==> config.mk <==
export PLATFORM = sky130hd
export DESIGN_NAME = fsr_receiver
export DESIGN_NICKNAME = d
export VERILOG_FILES = /design/src/core/fsr_pkg.sv /design/src/core/fsr_pulse_timer.sv /design/src/core/fsr_receiver.sv
export SDC_FILE = /design/constraint.sdc
export NUM_CORES = 1
export LEC_CHECK = 0
export BUFFER_PORTS_ARGS = -buffer_cell sky130_fd_sc_hd__buf_2
export CAP_MARGIN = 20
export CORE_MARGIN = 3
export CORE_UTILIZATION = 46
export CTS_BUF_LIST = sky130_fd_sc_hd__clkbuf_4 sky130_fd_sc_hd__clkbuf_8 sky130_fd_sc_hd__clkbuf_16
export DETAILED_ROUTE_END_ITERATION = 7
export HOLD_SLACK_MARGIN = 0.03
export PLACE_DENSITY = 0.7
export SLEW_MARGIN = 20
export SYNTH_ARGS = -nofsm -noshare
export SYNTH_HDL_FRONTEND = slang
export SYNTH_SLANG_ARGS = --single-unit
==> constraint.sdc <==
create_clock -name aclk -period 3.6 [get_ports aclk]
set_input_delay 0 -clock aclk [delete_from_list [all_inputs] [get_ports aclk]]
set_output_delay 0 -clock aclk [all_outputs]
set_load 0.03 [all_outputs]
==> src/core/fsr_pkg.sv <==
// shared constants and types for the five-level serial receiver.
// assumes one 200 mhz clock and a logic-level serial input.
`default_nettype none

package fsr_pkg;
  // clock rate
  localparam int unsigned CLK_MHZ = 200;
  // select pulse times in microseconds, one per speed
  localparam int unsigned PULSE_US_60  = 22000;
  localparam int unsigned PULSE_US_66  = 20000;
  localparam int unsigned PULSE_US_75  = 17570;
  localparam int unsigned PULSE_US_100 = 13470;
  // select pulse lengths in clock cycles
  localparam int unsigned PULSE_CYC_60  = PULSE_US_60 * CLK_MHZ;
  localparam int unsigned PULSE_CYC_66  = PULSE_US_66 * CLK_MHZ;
  localparam int unsigned PULSE_CYC_75  = PULSE_US_75 * CLK_MHZ;
  localparam int unsigned PULSE_CYC_100 = PULSE_US_100 * CLK_MHZ;
  // mid-pulse sample point as a fraction of a pulse
  localparam int unsigned SAMPLE_NUM = 7;
  localparam int unsigned SAMPLE_DEN = 16;
  localparam int unsigned CNT_W      = 23;
  // frame shape
  localparam int unsigned DATA_BITS = 5;
  localparam logic [2:0]  LAST_BIT  = 3'h4;
  // speed select encodings
  localparam logic [1:0] SPD_60  = 2'h0;
  localparam logic [1:0] SPD_66  = 2'h1;
  localparam logic [1:0] SPD_75  = 2'h2;
  localparam logic [1:0] SPD_100 = 2'h3;
  // character codes, first data pulse in bit 0, mark is 1
  localparam logic [4:0] CODE_BLANK = 5'h00;
  localparam logic [4:0] CODE_LF    = 5'h02;
  localparam logic [4:0] CODE_SPACE = 5'h04;
  localparam logic [4:0] CODE_CR    = 5'h08;
  localparam logic [4:0] CODE_FIGS  = 5'h1b;
  localparam logic [4:0] CODE_LTRS  = 5'h1f;
  // case flag values
  localparam logic CASE_LTRS = 1'b1;
  localparam logic CASE_FIGS = 1'b0;
  // register map
  localparam int unsigned ADDR_W    = 4;
  localparam logic [3:0]  ADDR_CTRL = 4'h0;
  localparam logic [3:0]  ADDR_STAT = 4'h4;
  localparam logic [2:0]  CTRL_RST  = 3'h0;
  localparam int unsigned CTRL_AUTO = 2;
  localparam int unsigned STAT_CASE = 0;
  localparam int unsigned STAT_REQ  = 1;
  localparam int unsigned STAT_BUSY = 2;
  localparam int unsigned STAT_CODE = 8;
  localparam logic [1:0]  RESP_OKAY   = 2'h0;
  localparam logic [1:0]  RESP_SLVERR = 2'h2;

  // receiver states, one-hot
  typedef enum logic [3:0] {
    ST_IDLE   = 4'h1,
    ST_VERIFY = 4'h2,
    ST_DATA   = 4'h4,
    ST_STOP   = 4'h8
  } fsr_state_t;

  // control codes never reach the page memory
  function automatic logic fsr_is_control(input logic [4:0] code);
    return (code == CODE_BLANK) || (code == CODE_LF) || (code == CODE_CR) ||
           (code == CODE_FIGS) || (code == CODE_LTRS);
  endfunction
endpackage

`default_nettype wire

==> src/core/fsr_pulse_timer.sv <==
// select pulse timer: first tick at seven sixteenths, then one per pulse.
// assumes start is a one-cycle pulse from logic on the same clock.
`timescale 1ns/1ps
`default_nettype none

module fsr_pulse_timer (
  input  wire  logic                       aclk,       // system clock
  input  wire  logic                       aresetn,    // sync reset, low
  input  wire  logic                       run,        // frame in progress
  input  wire  logic                       start,      // start edge seen
  input  wire  logic [fsr_pkg::CNT_W-1:0]  pulse_cyc,  // pulse length
  output logic                             tick        // sample strobe
);
  import fsr_pkg::*;

  logic [CNT_W-1:0] cnt_reg, cnt_next;        // cycles to next tick
  logic [CNT_W-1:0] period_reg, period_next;  // pulse length of frame

  // count down; speed is taken only at the start edge
  always_comb begin
    cnt_next    = cnt_reg;
    period_next = period_reg;
    tick        = 1'b0;
    if (start) begin
      // start arrives while run is still low, so it must win over the idle clear
      period_next = pulse_cyc;
      cnt_next = CNT_W'((32'(pulse_cyc) * SAMPLE_NUM) / SAMPLE_DEN - 32'h1);
    end else if (!run) begin
      cnt_next = '0;
    end else if (cnt_reg == '0) begin
      tick     = 1'b1;
      cnt_next = period_reg - CNT_W'(1);
    end else begin
      cnt_next = cnt_reg - CNT_W'(1);
    end
  end

  // registers only
  always_ff @(posedge aclk) begin
    if (!aresetn) begin
      cnt_reg    <= '0;
      period_reg <= '0;
    end else begin
      cnt_reg    <= cnt_next;
      period_reg <= period_next;
    end
  end
endmodule // fsr_pulse_timer

`default_nettype wire

==> src/core/fsr_receiver.sv <==
// five-level start/stop receiver with case tracking and memory handshake.
// assumes a logic-level serial pin, front panel buttons as pins, axi4-lite.
`timescale 1ns/1ps
`default_nettype none

// How it works
// - frame: start, five data, stop pulse
// - steady mark line means idle
// - mark to space edge begins a frame
// - start and data share one pulse length
// - pulse length set by chosen speed
// - capture exactly the five data pulses
// - speed may change at any time
// - space forces letters when option enabled
// - letters button injects a letters shift
// - held letters button beats received shifts
// - newline button makes a line feed
// - every line feed brings a carriage return
// - classify character, hold until memory takes
// - low input is mark, high is space
// - resample start at seven sixteenths pulse
// - shift codes set case, sent as bit
// - control codes are never stored
// - request, then wait for resume
module fsr_receiver #(
  parameter int unsigned PULSE_CYC_60  = fsr_pkg::PULSE_CYC_60,
  parameter int unsigned PULSE_CYC_66  = fsr_pkg::PULSE_CYC_66,
  parameter int unsigned PULSE_CYC_75  = fsr_pkg::PULSE_CYC_75,
  parameter int unsigned PULSE_CYC_100 = fsr_pkg::PULSE_CYC_100
) (
  input  wire  logic                        aclk,                 // system clock
  input  wire  logic                        aresetn,              // sync reset, low
  input  wire  logic [fsr_pkg::ADDR_W-1:0]  s_axi_awaddr,
  input  wire  logic                        s_axi_awvalid,
  output logic                              s_axi_awready,
  input  wire  logic [31:0]                 s_axi_wdata,
  input  wire  logic [3:0]                  s_axi_wstrb,
  input  wire  logic                        s_axi_wvalid,
  output logic                              s_axi_wready,
  output logic [1:0]                        s_axi_bresp,
  output logic                              s_axi_bvalid,
  input  wire  logic                        s_axi_bready,
  input  wire  logic [fsr_pkg::ADDR_W-1:0]  s_axi_araddr,
  input  wire  logic                        s_axi_arvalid,
  output logic                              s_axi_arready,
  output logic [31:0]                       s_axi_rdata,
  output logic [1:0]                        s_axi_rresp,
  output logic                              s_axi_rvalid,
  input  wire  logic                        s_axi_rready,
  input  wire  logic                        serial_in,            // line pin
  input  wire  logic                        force_letters_button, // held high
  input  wire  logic                        force_newline_button, // held high
  output logic                              char_req,             // char ready
  output logic [4:0]                        char_code,            // five bits
  output logic                              char_case,            // sixth bit
  input  wire  logic                        char_resume,          // memory done
  output logic                              line_feed,            // pulse
  output logic                              carriage_return       // pulse
);
  import fsr_pkg::*;

  // ---- pin synchronisers ----
  logic [2:0] meta_reg, sync_reg;  // serial, letters, newline
  logic       nl_prev_reg;         // newline button last level
  logic       rx_space;            // line in space state
  logic       ltrs_held;           // letters button held
  logic       nl_press;            // newline button edge

  // two flops per pin before use
  always_ff @(posedge aclk) begin
    if (!aresetn) begin
      meta_reg    <= 3'h0;
      sync_reg    <= 3'h0;
      nl_prev_reg <= 1'b0;
    end else begin
      meta_reg    <= {force_newline_button, force_letters_button, serial_in};
      sync_reg    <= meta_reg;
      nl_prev_reg <= sync_reg[2];
    end
  end

  assign rx_space  = sync_reg[0];
  assign ltrs_held = sync_reg[1];
  assign nl_press  = sync_reg[2] & ~nl_prev_reg;

  // ---- control register ----
  logic [2:0] ctrl_reg, ctrl_next;  // speed and auto letters
  logic       auto_letters_on_blank_enable;
  logic [1:0] words_per_minute_speed;
  logic [CNT_W-1:0] pulse_cyc;      // current pulse length

  assign words_per_minute_speed       = ctrl_reg[1:0];
  assign auto_letters_on_blank_enable = ctrl_reg[CTRL_AUTO];

  // speed to pulse length
  always_comb begin
    unique case (words_per_minute_speed)
      SPD_60:  pulse_cyc = CNT_W'(PULSE_CYC_60);
      SPD_66:  pulse_cyc = CNT_W'(PULSE_CYC_66);
      SPD_75:  pulse_cyc = CNT_W'(PULSE_CYC_75);
      SPD_100: pulse_cyc = CNT_W'(PULSE_CYC_100);
    endcase
  end

  // ---- frame state machine ----
  fsr_state_t state_reg, state_next;
  logic [2:0] bit_reg, bit_next;      // data pulses taken
  logic [4:0] shift_reg, shift_next;  // data shift register
  logic       done_reg, done_next;    // character complete
  logic       start_edge;             // begin verify
  logic       tick;                   // sample strobe
  logic       req_reg, req_next;

  // idle, start check, five data samples, stop wait
  always_comb begin
    state_next = state_reg;
    bit_next   = bit_reg;
    shift_next = shift_reg;
    done_next  = 1'b0;
    start_edge = 1'b0;
    unique case (state_reg)
      ST_IDLE: begin
        // mark keeps us idle, space is the start edge
        if (rx_space) begin
          start_edge = 1'b1;
          state_next = ST_VERIFY;
        end
      end
      ST_VERIFY: begin
        // transient unless space still present
        if (tick) begin
          bit_next   = 3'h0;
          state_next = rx_space ? ST_DATA : ST_IDLE;
        end
      end
      ST_DATA: begin
        // mark samples as one, first pulse into bit 0
        if (tick) begin
          shift_next = {~rx_space, shift_reg[4:1]};
          bit_next   = bit_reg + 3'h1;
          if (bit_reg == LAST_BIT) begin
            done_next  = 1'b1;
            state_next = ST_STOP;
          end
        end
      end
      ST_STOP: begin
        // any stop length; wait for mark and for resume
        if (!rx_space && !done_reg && !req_reg) begin
          state_next = ST_IDLE;
        end
      end
    endcase
  end

  // frame registers
  always_ff @(posedge aclk) begin
    if (!aresetn) begin
      state_reg <= ST_IDLE;
      bit_reg   <= 3'h0;
      shift_reg <= 5'h00;
      done_reg  <= 1'b0;
    end else begin
      state_reg <= state_next;
      bit_reg   <= bit_next;
      shift_reg <= shift_next;
      done_reg  <= done_next;
    end
  end

  // pulse timing for the frame
  fsr_pulse_timer u_timer (
    .aclk      (aclk),
    .aresetn   (aresetn),
    .run       (state_reg != ST_IDLE),
    .start     (start_edge),
    .pulse_cyc (pulse_cyc),
    .tick      (tick)
  );

  // ---- case, classification and hand-off ----
  logic       case_reg, case_next;
  logic [4:0] code_reg, code_next;    // held character
  logic       ccase_reg, ccase_next;  // case sent with it
  logic       lf_reg, lf_next;
  logic       cr_reg, cr_next;

  // decode the finished character
  always_comb begin
    case_next  = case_reg;
    code_next  = code_reg;
    ccase_next = ccase_reg;
    req_next   = req_reg;
    lf_next    = 1'b0;
    cr_next    = lf_reg;
    if (done_reg) begin
      if (shift_reg == CODE_LTRS) begin
        case_next = CASE_LTRS;
      end else if (shift_reg == CODE_FIGS) begin
        case_next = CASE_FIGS;
      end else if (shift_reg == CODE_SPACE && auto_letters_on_blank_enable) begin
        case_next = CASE_LTRS;
      end
      if (shift_reg == CODE_LF) begin
        lf_next = 1'b1;
      end
    end
    // held button overrides any received shift
    if (ltrs_held) begin
      case_next = CASE_LTRS;
    end
    if (nl_press) begin
      lf_next = 1'b1;
    end
    if (req_reg && char_resume) begin
      req_next = 1'b0;
    end
    // printing characters only, request wins over resume
    if (done_reg && !fsr_is_control(shift_reg)) begin
      code_next  = shift_reg;
      ccase_next = case_next;
      req_next   = 1'b1;
    end
  end

  // hand-off registers
  always_ff @(posedge aclk) begin
    if (!aresetn) begin
      case_reg  <= CASE_LTRS;
      code_reg  <= 5'h00;
      ccase_reg <= CASE_LTRS;
      req_reg   <= 1'b0;
      lf_reg    <= 1'b0;
      cr_reg    <= 1'b0;
    end else begin
      case_reg  <= case_next;
      code_reg  <= code_next;
      ccase_reg <= ccase_next;
      req_reg   <= req_next;
      lf_reg    <= lf_next;
      cr_reg    <= cr_next;
    end
  end

  assign char_req        = req_reg;
  assign char_code       = code_reg;
  assign char_case       = ccase_reg;
  assign line_feed       = lf_reg;
  assign carriage_return = cr_reg;

  // ---- axi4-lite slave ----
  logic        aw_full_reg, aw_full_next;
  logic [3:0]  aw_addr_reg, aw_addr_next;
  logic        w_full_reg, w_full_next;
  logic [31:0] w_data_reg, w_data_next;
  logic        w_lane0_reg, w_lane0_next;
  logic        bvalid_reg, bvalid_next;
  logic [1:0]  bresp_reg, bresp_next;
  logic        rvalid_reg, rvalid_next;
  logic [1:0]  rresp_reg, rresp_next;
  logic [31:0] rdata_reg, rdata_next;
  logic [31:0] status_word;           // live status

  // status view of block state
  always_comb begin
    status_word = 32'h0;
    status_word[STAT_CASE] = case_reg;
    status_word[STAT_REQ]  = req_reg;
    status_word[STAT_BUSY] = (state_reg != ST_IDLE);
    status_word[STAT_CODE +: 5] = code_reg;
  end

  assign s_axi_awready = ~aw_full_reg;
  assign s_axi_wready  = ~w_full_reg;
  assign s_axi_arready = ~rvalid_reg;

  // address and data taken in either order, answer after both
  always_comb begin
    aw_full_next = aw_full_reg;
    aw_addr_next = aw_addr_reg;
    w_full_next  = w_full_reg;
    w_data_next  = w_data_reg;
    w_lane0_next = w_lane0_reg;
    bvalid_next  = bvalid_reg;
    bresp_next   = bresp_reg;
    ctrl_next    = ctrl_reg;
    rvalid_next  = rvalid_reg;
    rresp_next   = rresp_reg;
    rdata_next   = rdata_reg;
    if (s_axi_awvalid && !aw_full_reg) begin
      aw_full_next = 1'b1;
      aw_addr_next = s_axi_awaddr;
    end
    if (s_axi_wvalid && !w_full_reg) begin
      w_full_next  = 1'b1;
      w_data_next  = s_axi_wdata;
      w_lane0_next = s_axi_wstrb[0];
    end
    if (bvalid_reg && s_axi_bready) begin
      bvalid_next = 1'b0;
    end
    if (aw_full_reg && w_full_reg && !bvalid_reg) begin
      aw_full_next = 1'b0;
      w_full_next  = 1'b0;
      bvalid_next  = 1'b1;
      bresp_next   = RESP_OKAY;
      if (aw_addr_reg == ADDR_CTRL) begin
        // speed change accepted at any time
        if (w_lane0_reg) begin
          ctrl_next = w_data_reg[2:0];
        end
      end else if (aw_addr_reg != ADDR_STAT) begin
        bresp_next = RESP_SLVERR;
      end
    end
    if (rvalid_reg && s_axi_rready) begin
      rvalid_next = 1'b0;
    end
    if (s_axi_arvalid && !rvalid_reg) begin
      rvalid_next = 1'b1;
      rresp_next  = RESP_OKAY;
      rdata_next  = 32'h0;
      if (s_axi_araddr == ADDR_CTRL) begin
        rdata_next[2:0] = ctrl_reg;
      end else if (s_axi_araddr == ADDR_STAT) begin
        rdata_next = status_word;
      end else begin
        rresp_next = RESP_SLVERR;
      end
    end
  end

  // bus registers
  always_ff @(posedge aclk) begin
    if (!aresetn) begin
      aw_full_reg <= 1'b0;
      aw_addr_reg <= 4'h0;
      w_full_reg  <= 1'b0;
      w_data_reg  <= 32'h0;
      w_lane0_reg <= 1'b0;
      bvalid_reg  <= 1'b0;
      bresp_reg   <= RESP_OKAY;
      ctrl_reg    <= CTRL_RST;
      rvalid_reg  <= 1'b0;
      rresp_reg   <= RESP_OKAY;
      rdata_reg   <= 32'h0;
    end else begin
      aw_full_reg <= aw_full_next;
      aw_addr_reg <= aw_addr_next;
      w_full_reg  <= w_full_next;
      w_data_reg  <= w_data_next;
      w_lane0_reg <= w_lane0_next;
      bvalid_reg  <= bvalid_next;
      bresp_reg   <= bresp_next;
      ctrl_reg    <= ctrl_next;
      rvalid_reg  <= rvalid_next;
      rresp_reg   <= rresp_next;
      rdata_reg   <= rdata_next;
    end
  end

  assign s_axi_bvalid = bvalid_reg;
  assign s_axi_bresp  = bresp_reg;
  assign s_axi_rvalid = rvalid_reg;
  assign s_axi_rresp  = rresp_reg;
  assign s_axi_rdata  = rdata_reg;
endmodule // fsr_receiver

`default_nettype wire

==> metrics.txt, run 1 <==
Distinct cells, synth 59; CTS tree yes; CTS root buffer clkbuf_8; setup bufs post-CTS 0; Fmax 324.3 MHz; Filler cells 867; DR WL met3 580 um; Routed met1 length 4311 um; Area contributors post-synth dfxtp_1, nor2_1, mux2i_1; layout cell share with drive strength beyond 1 14.49%; DR vias 3767; Comb power frac 39.5%; number of hold violations in the final report 0; Max clock buf depth 2; Initial Util 47.39%; Die W 103.8 um; Ant. Diodes 0; Yosys reg bits 89; crit path to u_timer.cnt_reg[15]; First-pass DRT Iterations 5; worst slew pin tran 822.2 ps; max FFs per register 23; Boundary Pins 105; Avg WL per Cell 14.45 um; CP Data Required Time 3810 ps; register area share after synthesis 40.50%; Arr. time, crit path 3300 ps; gr ovfl total 0; Net Sw Power 1215 uW; Sw Ratio 38.49%; clock sink count 89; Skew-Pair Late Insertion Delay 350 ps; vias in the first global route 3576; reg-to-reg slack, setup 520 ps; Seq pwr share 38.2%; critical path capture point type register; final max-slew violation count 0; Worst setup SP type register; Cells after DPL 668; max_slew headroom 45.19%; Port Buffer Count 46; class of the worst hold path input port to register; die height 103.8 um; Async SR Flop Fraction 0%; Clock power frac 22.4%; Worst Path Max Fanout 7; Reg clk slew, reported paths 90 ps; status finished clean; final hold slack 69.69 ps; RSZ-0062 raised after global routing false; Post-DP HPWL 7176 um; first-pass GRT wire length 16810 um; final period utilization 85.65%; mapped cell area 0.004399 sq mm; minimum clock period after layout 3083 ps; WL final 10140 um; Placement Cell Area 0.004619 sq mm; die area 0.01077 sq mm; Gate Count Post-Synth 515; H-tree levels 3; WS Path Type register to register; total track usage 18.57%; Mean Syn Cell Area 8.542 sq um; Int Power 1941 uW; Hold Path Origin s_axi_araddr[2]; largest net degree at the start of global routing 49; LEAKAGE 0.002043 uW; FF-to-FF Start u_timer.cnt_reg[2]; # setup viols final 0; routability congestion estimate 0.8985; cell taking the most area after synthesis dfxtp_1; cts bufs inserted 9; DRT iter0 DRCs 243; area delta synth->final 13.77%; Post-synth EDFFs 0; ys flop type dfxtp_1; Post-CTS Resized 0; WL met2 5051 um; Finished Core Util 53.91%; Max Cap Viol 0; Reg2Reg Depth 7; Max VDD drop 0.3529 mV; Worst Skew 13.17 ps; Fin Setup TNS 0 ps; RR Endpoint u_timer.cnt_reg[15]; initial antenna violation count 0; nets 634; Finished Cell Area 0.005005 sq mm; Final ANT Viol Nets 0; Power Density 630.5 mW/mm^2; drt drc 0; top cell type's share of synthesized area 40.50%; worst setup path start u_timer.cnt_reg[2]; Non-Filler Instances 702; top sig layer met4; drt via density 5.366; # rows 35; yosys warns 0; Hold-fix buffers, CTS 18; Core Box Area 0.009284 sq mm
-- final cells by class --
type | count | area [sq um] | share of cell area, %
clock buffer | 10 | 131.4 | 2.625
clock inverter | 6 | 73.82 | 1.475
inverter | 20 | 75.07 | 1.500
multi-input combinational | 379 | 2333 | 46.63
sequential | 89 | 1782 | 35.60
tap | 129 | 161.4 | 3.225
timing repair buffer | 69 | 447.9 | 8.950
-- critical path, cell delays in order (launching register included) --
cell	delay [ps]
dfxtp_1	370
or4_1	670
or4b_4	570
or2_0	500
o41ai_4	400
nand3_1	140
xnor2_1	190
o22ai_1	110
-- power groups by stage --
| stage | logic, uW | registers, uW | clock network [uW] |
|---|---|---|---|
| after floorplan | 1040 | 1190 | 0 |
| after global placement | 1190 | 1220 | 0 |
| after detailed placement | 1210 | 1220 | 0 |
| after CTS | 1230 | 1200 | 727 |
| after global routing | 1370 | 1220 | 764 |
| final | 1250 | 1200 | 706 |
-- through the flow --
step / worst slack [ps] / total power (uW)
after global placement: 589.9 / 2410
after detailed placement: 560.8 / 2431
after floorplan: 998.2 / 2221
after CTS: 524.8 / 3159
after global routing: 388.1 / 3353
final: 516.8 / 3156
-- synth_stat cells, types with 3 or more instances --
master,instances
xnor2_1,17
or4_1,4
nor2b_1,4
a21oi_1,35
o21ai_1,9
buf_4,26
a31oi_1,3
o221a_2,4
and2_1,11
a211oi_1,9
mux2i_1,21
o22ai_1,11
nand2_1,28
ha_1,11
a22oi_1,6
o21ai_0,12
nor4_1,7
clkbuf_1,19
and3_1,7
or2_2,3
nand2b_1,4
nor3_1,19
xor2_1,6
or3_1,4
nand3_1,8
inv_1,20
nor2_1,73
nand4_1,4
buf_1,4
dfxtp_1,89
-- worst min-delay path by stage --
stage / endpoint / slack, ps / cells past startpoint
finish: s_axi_rdata[2] / 70 / 4
global route: s_axi_rdata[2] / 80 / 4
CTS: s_axi_rdata[2] / 50 / 4
detailed placement: s_axi_rvalid / 200 / 2
global placement: s_axi_rvalid / 180 / 2
floorplan: s_axi_rvalid / 100 / 1
-- cell families (layout without fill, tap and decap cells) --
| kind of cell | Yosys count | after routing | share of synthesized area [%] |
|---|---|---|---|
| other cells | 1 | 26 | 0.08524 |
| flops | 89 | 89 | 40.50 |
| mux | 21 | 21 | 4.778 |
| xor+xnor | 23 | 23 | 4.579 |
| fa+ha+maj | 11 | 11 | 3.129 |
| compound gates | 111 | 111 | 17.26 |
| simple gates | 187 | 187 | 21.07 |
| buf+inv | 72 | 105 | 8.589 |
-- per-layer routing --
metal,vias to the layer above,GRT usage (%)
li1,1863,-
met1,1771,22.70
met2,113,32.10
met3,20,3.302
met4,0,7.977
met5,-,0
-- layout by cell type (no fill, tap or decap), types with 5 or more instances in the layout --
cell type | netlist | routed
a21oi_1 | 35 | 35
nor3_1 | 19 | 19
o22ai_1 | 11 | 11
o21ai_1 | 9 | 9
nand3_1 | 8 | 8
nand2_1 | 28 | 28
dfxtp_1 | 89 | 89
a22oi_1 | 6 | 6
xor2_1 | 6 | 6
nor4_1 | 7 | 7
o21ai_0 | 12 | 12
mux2i_1 | 21 | 21
buf_2 | 2 | 46
buf_4 | 26 | 5
a211oi_1 | 9 | 9
ha_1 | 11 | 11
dlygate4sd3_1 | 0 | 18
xnor2_1 | 17 | 17
nor2_1 | 73 | 73
inv_1 | 20 | 20
conb_1 | 1 | 26
and2_1 | 11 | 11
and3_1 | 7 | 7
clkbuf_8 | 0 | 9
(Power assumes the default switching activity.)
==> run 2: changes to the inputs <==
- PLACE_DENSITY: 0.7 -> 0.67
==> run 2 against run 1 <==
Compared with the run above:
- die area is the same
- global-route usage up 0.19 points
- register-to-register slack is essentially flat
- combinational power is essentially flat
- wire length hardly changed
- non-clock buffer count unchanged
- worst hold slack got worse by 5.1 ps
- via count is 2.2% lower
- final cell count unchanged
- clock power increased by 10%
- core utilization grew 0.23 points
- worst setup slack worse by 5.7 ps
- critical endpoint is now u_timer.cnt_reg[12]
- largest power group unchanged
==> metrics.txt, run 2 (synthesis results as in run 1) <==
status finished clean; max FFs per register 23 (unchanged); area delta synth->final 14.25%; number of hold violations in the final report 0 (unchanged); reg-to-reg slack, setup 510 ps (about the same); total track usage 18.76% (+0.19 points); overall power 3232 uW (+2.4%); worst path cell trace or4_1 > or4b_4 > or2_0 > o31ai_4 > nor3b_2 > xor2_1 > o22ai_1; Net Sw Power 1220 uW (+0.43%); setup bufs post-CTS 0 (unchanged); final period utilization 85.80% (+0.16 points); Comb power frac 38.6% (-0.9 points); Worst Hold Path EP s_axi_rdata[2]; commonest non-fill, non-tap cell in the layout dfxtp_1; DRT iter0 DRCs 215 (-12%); Hold-fix buffers, CTS 18 (unchanged); First-pass DRT Iterations 5 (unchanged); largest net degree at the start of global routing 49 (unchanged); Core Box Area 0.009284 sq mm (unchanged); nets 634 (unchanged); Max Cap Viol 0 (unchanged); Fmax 323.7 MHz (-0.18%); Slowest cell on crit path or4_1; Arr. time, crit path 3320 ps (+20 ps); CTS root buffer clkbuf_8; Filler cells 888 (+2.4%); Hold Path Origin s_axi_araddr[2]; CP Data Required Time 3830 ps (+20 ps); Post-DP HPWL 7024 um (-2.1%); # rows 35 (unchanged); Ant. Diodes 0 (unchanged); CTS tree yes; Skew-Pair Late Insertion Delay 360 ps (about the same); class of the worst hold path input port to register; # setup viols final 0 (unchanged); Final ANT Viol Nets 0 (unchanged); Clock power frac 24.1% (+1.7 points); routability congestion estimate 0.8668 (-3.5%); Max VDD drop 0.3175 mV (-10%); minimum clock period after layout 3089 ps (+5.699 ps); Worst setup SP type register; DR vias 3683 (-2.2%); WS Path Type register to register; most frequent cells in the layout dfxtp_1, nor2_1, buf_2; Avg WL per Cell 14.46 um (about the same); FF-to-FF Start u_timer.cnt_reg[2]; layout cell share with drive strength beyond 1 14.49% (unchanged); Power Density 643.0 mW/mm^2 (+2.0%); Int Power 2012 uW (+3.7%); Cells after DPL 668 (unchanged); initial antenna violation count 0 (unchanged); Die W 103.8 um (unchanged); Worst Skew 10.97 ps (-2.196 ps); Initial Util 47.39% (unchanged); Reg clk slew, reported paths 90 ps (about the same); hold path depth 4 (unchanged); WL final 10150 um (about the same); gr ovfl total 0 (unchanged); Max clock buf depth 2 (unchanged); Post-CTS Resized 0 (unchanged); Boundary Pins 105 (unchanged); drt drc 0 (unchanged); Port Buffer Count 46 (unchanged); critical path capture point type register; drt via density 5.246 (-2.2%); final max-slew violation count 0 (unchanged); RSZ-0062 raised after global routing false; Non-Filler Instances 702 (unchanged); cts bufs inserted 9 (unchanged); die height 103.8 um (unchanged); max_slew headroom 43.47% (-1.7 points); Finished Core Util 54.14% (+0.23 points); first-pass GRT wire length 16740 um (-0.41%); Sw Ratio 37.75% (-0.75 points); LEAKAGE 0.002060 uW (+0.82%); Worst Path Max Fanout 7 (unchanged); Reg2Reg Depth 7 (unchanged); Seq pwr share 37.2% (-1.0 points); RR Endpoint u_timer.cnt_reg[12]; vias in the first global route 3447 (-3.6%); clock sink count 89 (unchanged); H-tree levels 3 (unchanged); Fin Setup TNS 0 ps (unchanged); worst slew pin tran 847.9 ps (+25.71 ps); die area 0.01077 sq mm (unchanged); Largest stage delay, worst path 670 ps (about the same)
## run 2: cell count changes in the layout (fill, tap and decap cells not counted)
cell / change
clkinvlp_4: -2
bufinv_16: +1
inv_8: -1
inv_6: +2
## run 2: how the worst max path moves through the flow
stage | from | end | slack (ps) | cells after the start
after floorplan | u_timer.cnt_reg[5] | u_timer.cnt_reg[12] | 1000 | 9
after global placement | u_timer.cnt_reg[2] | u_timer.cnt_reg[12] | 580 | 7
after detailed placement | u_timer.cnt_reg[2] | u_timer.cnt_reg[12] | 560 | 7
after CTS | u_timer.cnt_reg[2] | u_timer.cnt_reg[12] | 550 | 7
after global routing | u_timer.cnt_reg[2] | u_timer.cnt_reg[15] | 370 | 7
final | u_timer.cnt_reg[2] | u_timer.cnt_reg[12] | 510 | 7
## run 2: cell type report
cell class	count	area [sq um]	share of cell area (%)
clock buffer	10	131.4	2.614
multi-input combinational	379	2333	46.43
sequential	89	1782	35.45
clock inverter	6	95.09	1.892
timing repair buffer	69	447.9	8.912
inverter	20	75.07	1.494
tap	129	161.4	3.211
## run 2: metal layers
| metal | vias up | share of wire [%] | GRT usage, % |
|---|---|---|---|
| met4 | 0 | 1.3 | 6.933 |
| li1 | 1860 | - | - |
| met1 | 1715 | 45 | 24.47 |
| met3 | 16 | 4.2 | 2.741 |
| met5 | - | 0 | 0 |
| met2 | 92 | 50 | 31.59 |
## run 2: critical path: cells and delay by family, from the launching register on
kind | cells | cell delay, ps
AO/OA/AOI/OAI | 2 | 420
XOR/XNOR | 1 | 180
flip-flops | 1 | 370
AND/OR/NAND/NOR | 4 | 2000
## run 2: through the flow
| stage | instance area, sq um | hold WS (ps) | worst slack, ps |
|---|---|---|---|
| after floorplan | 4493 | 99.02 | 998.2 |
| after CTS | 5026 | 47.33 | 545.1 |
| after detailed placement | 4619 | 194.6 | 563.3 |
| after global routing | 5026 | 114.9 | 370.2 |
| after global placement | 4619 | 183.5 | 582.8 |
| final | 5026 | 64.60 | 511.1 |
## run 2: power by group through the flow
stage               Sequential, uW  Clock [uW]  Combinational (uW)
floorplan                     1190           0                1040
CTS                           1200         796                1240
global placement              1220           0                1190
finish                        1200         780                1250
detailed placement            1220           0                1210
global route                  1220         836                1370
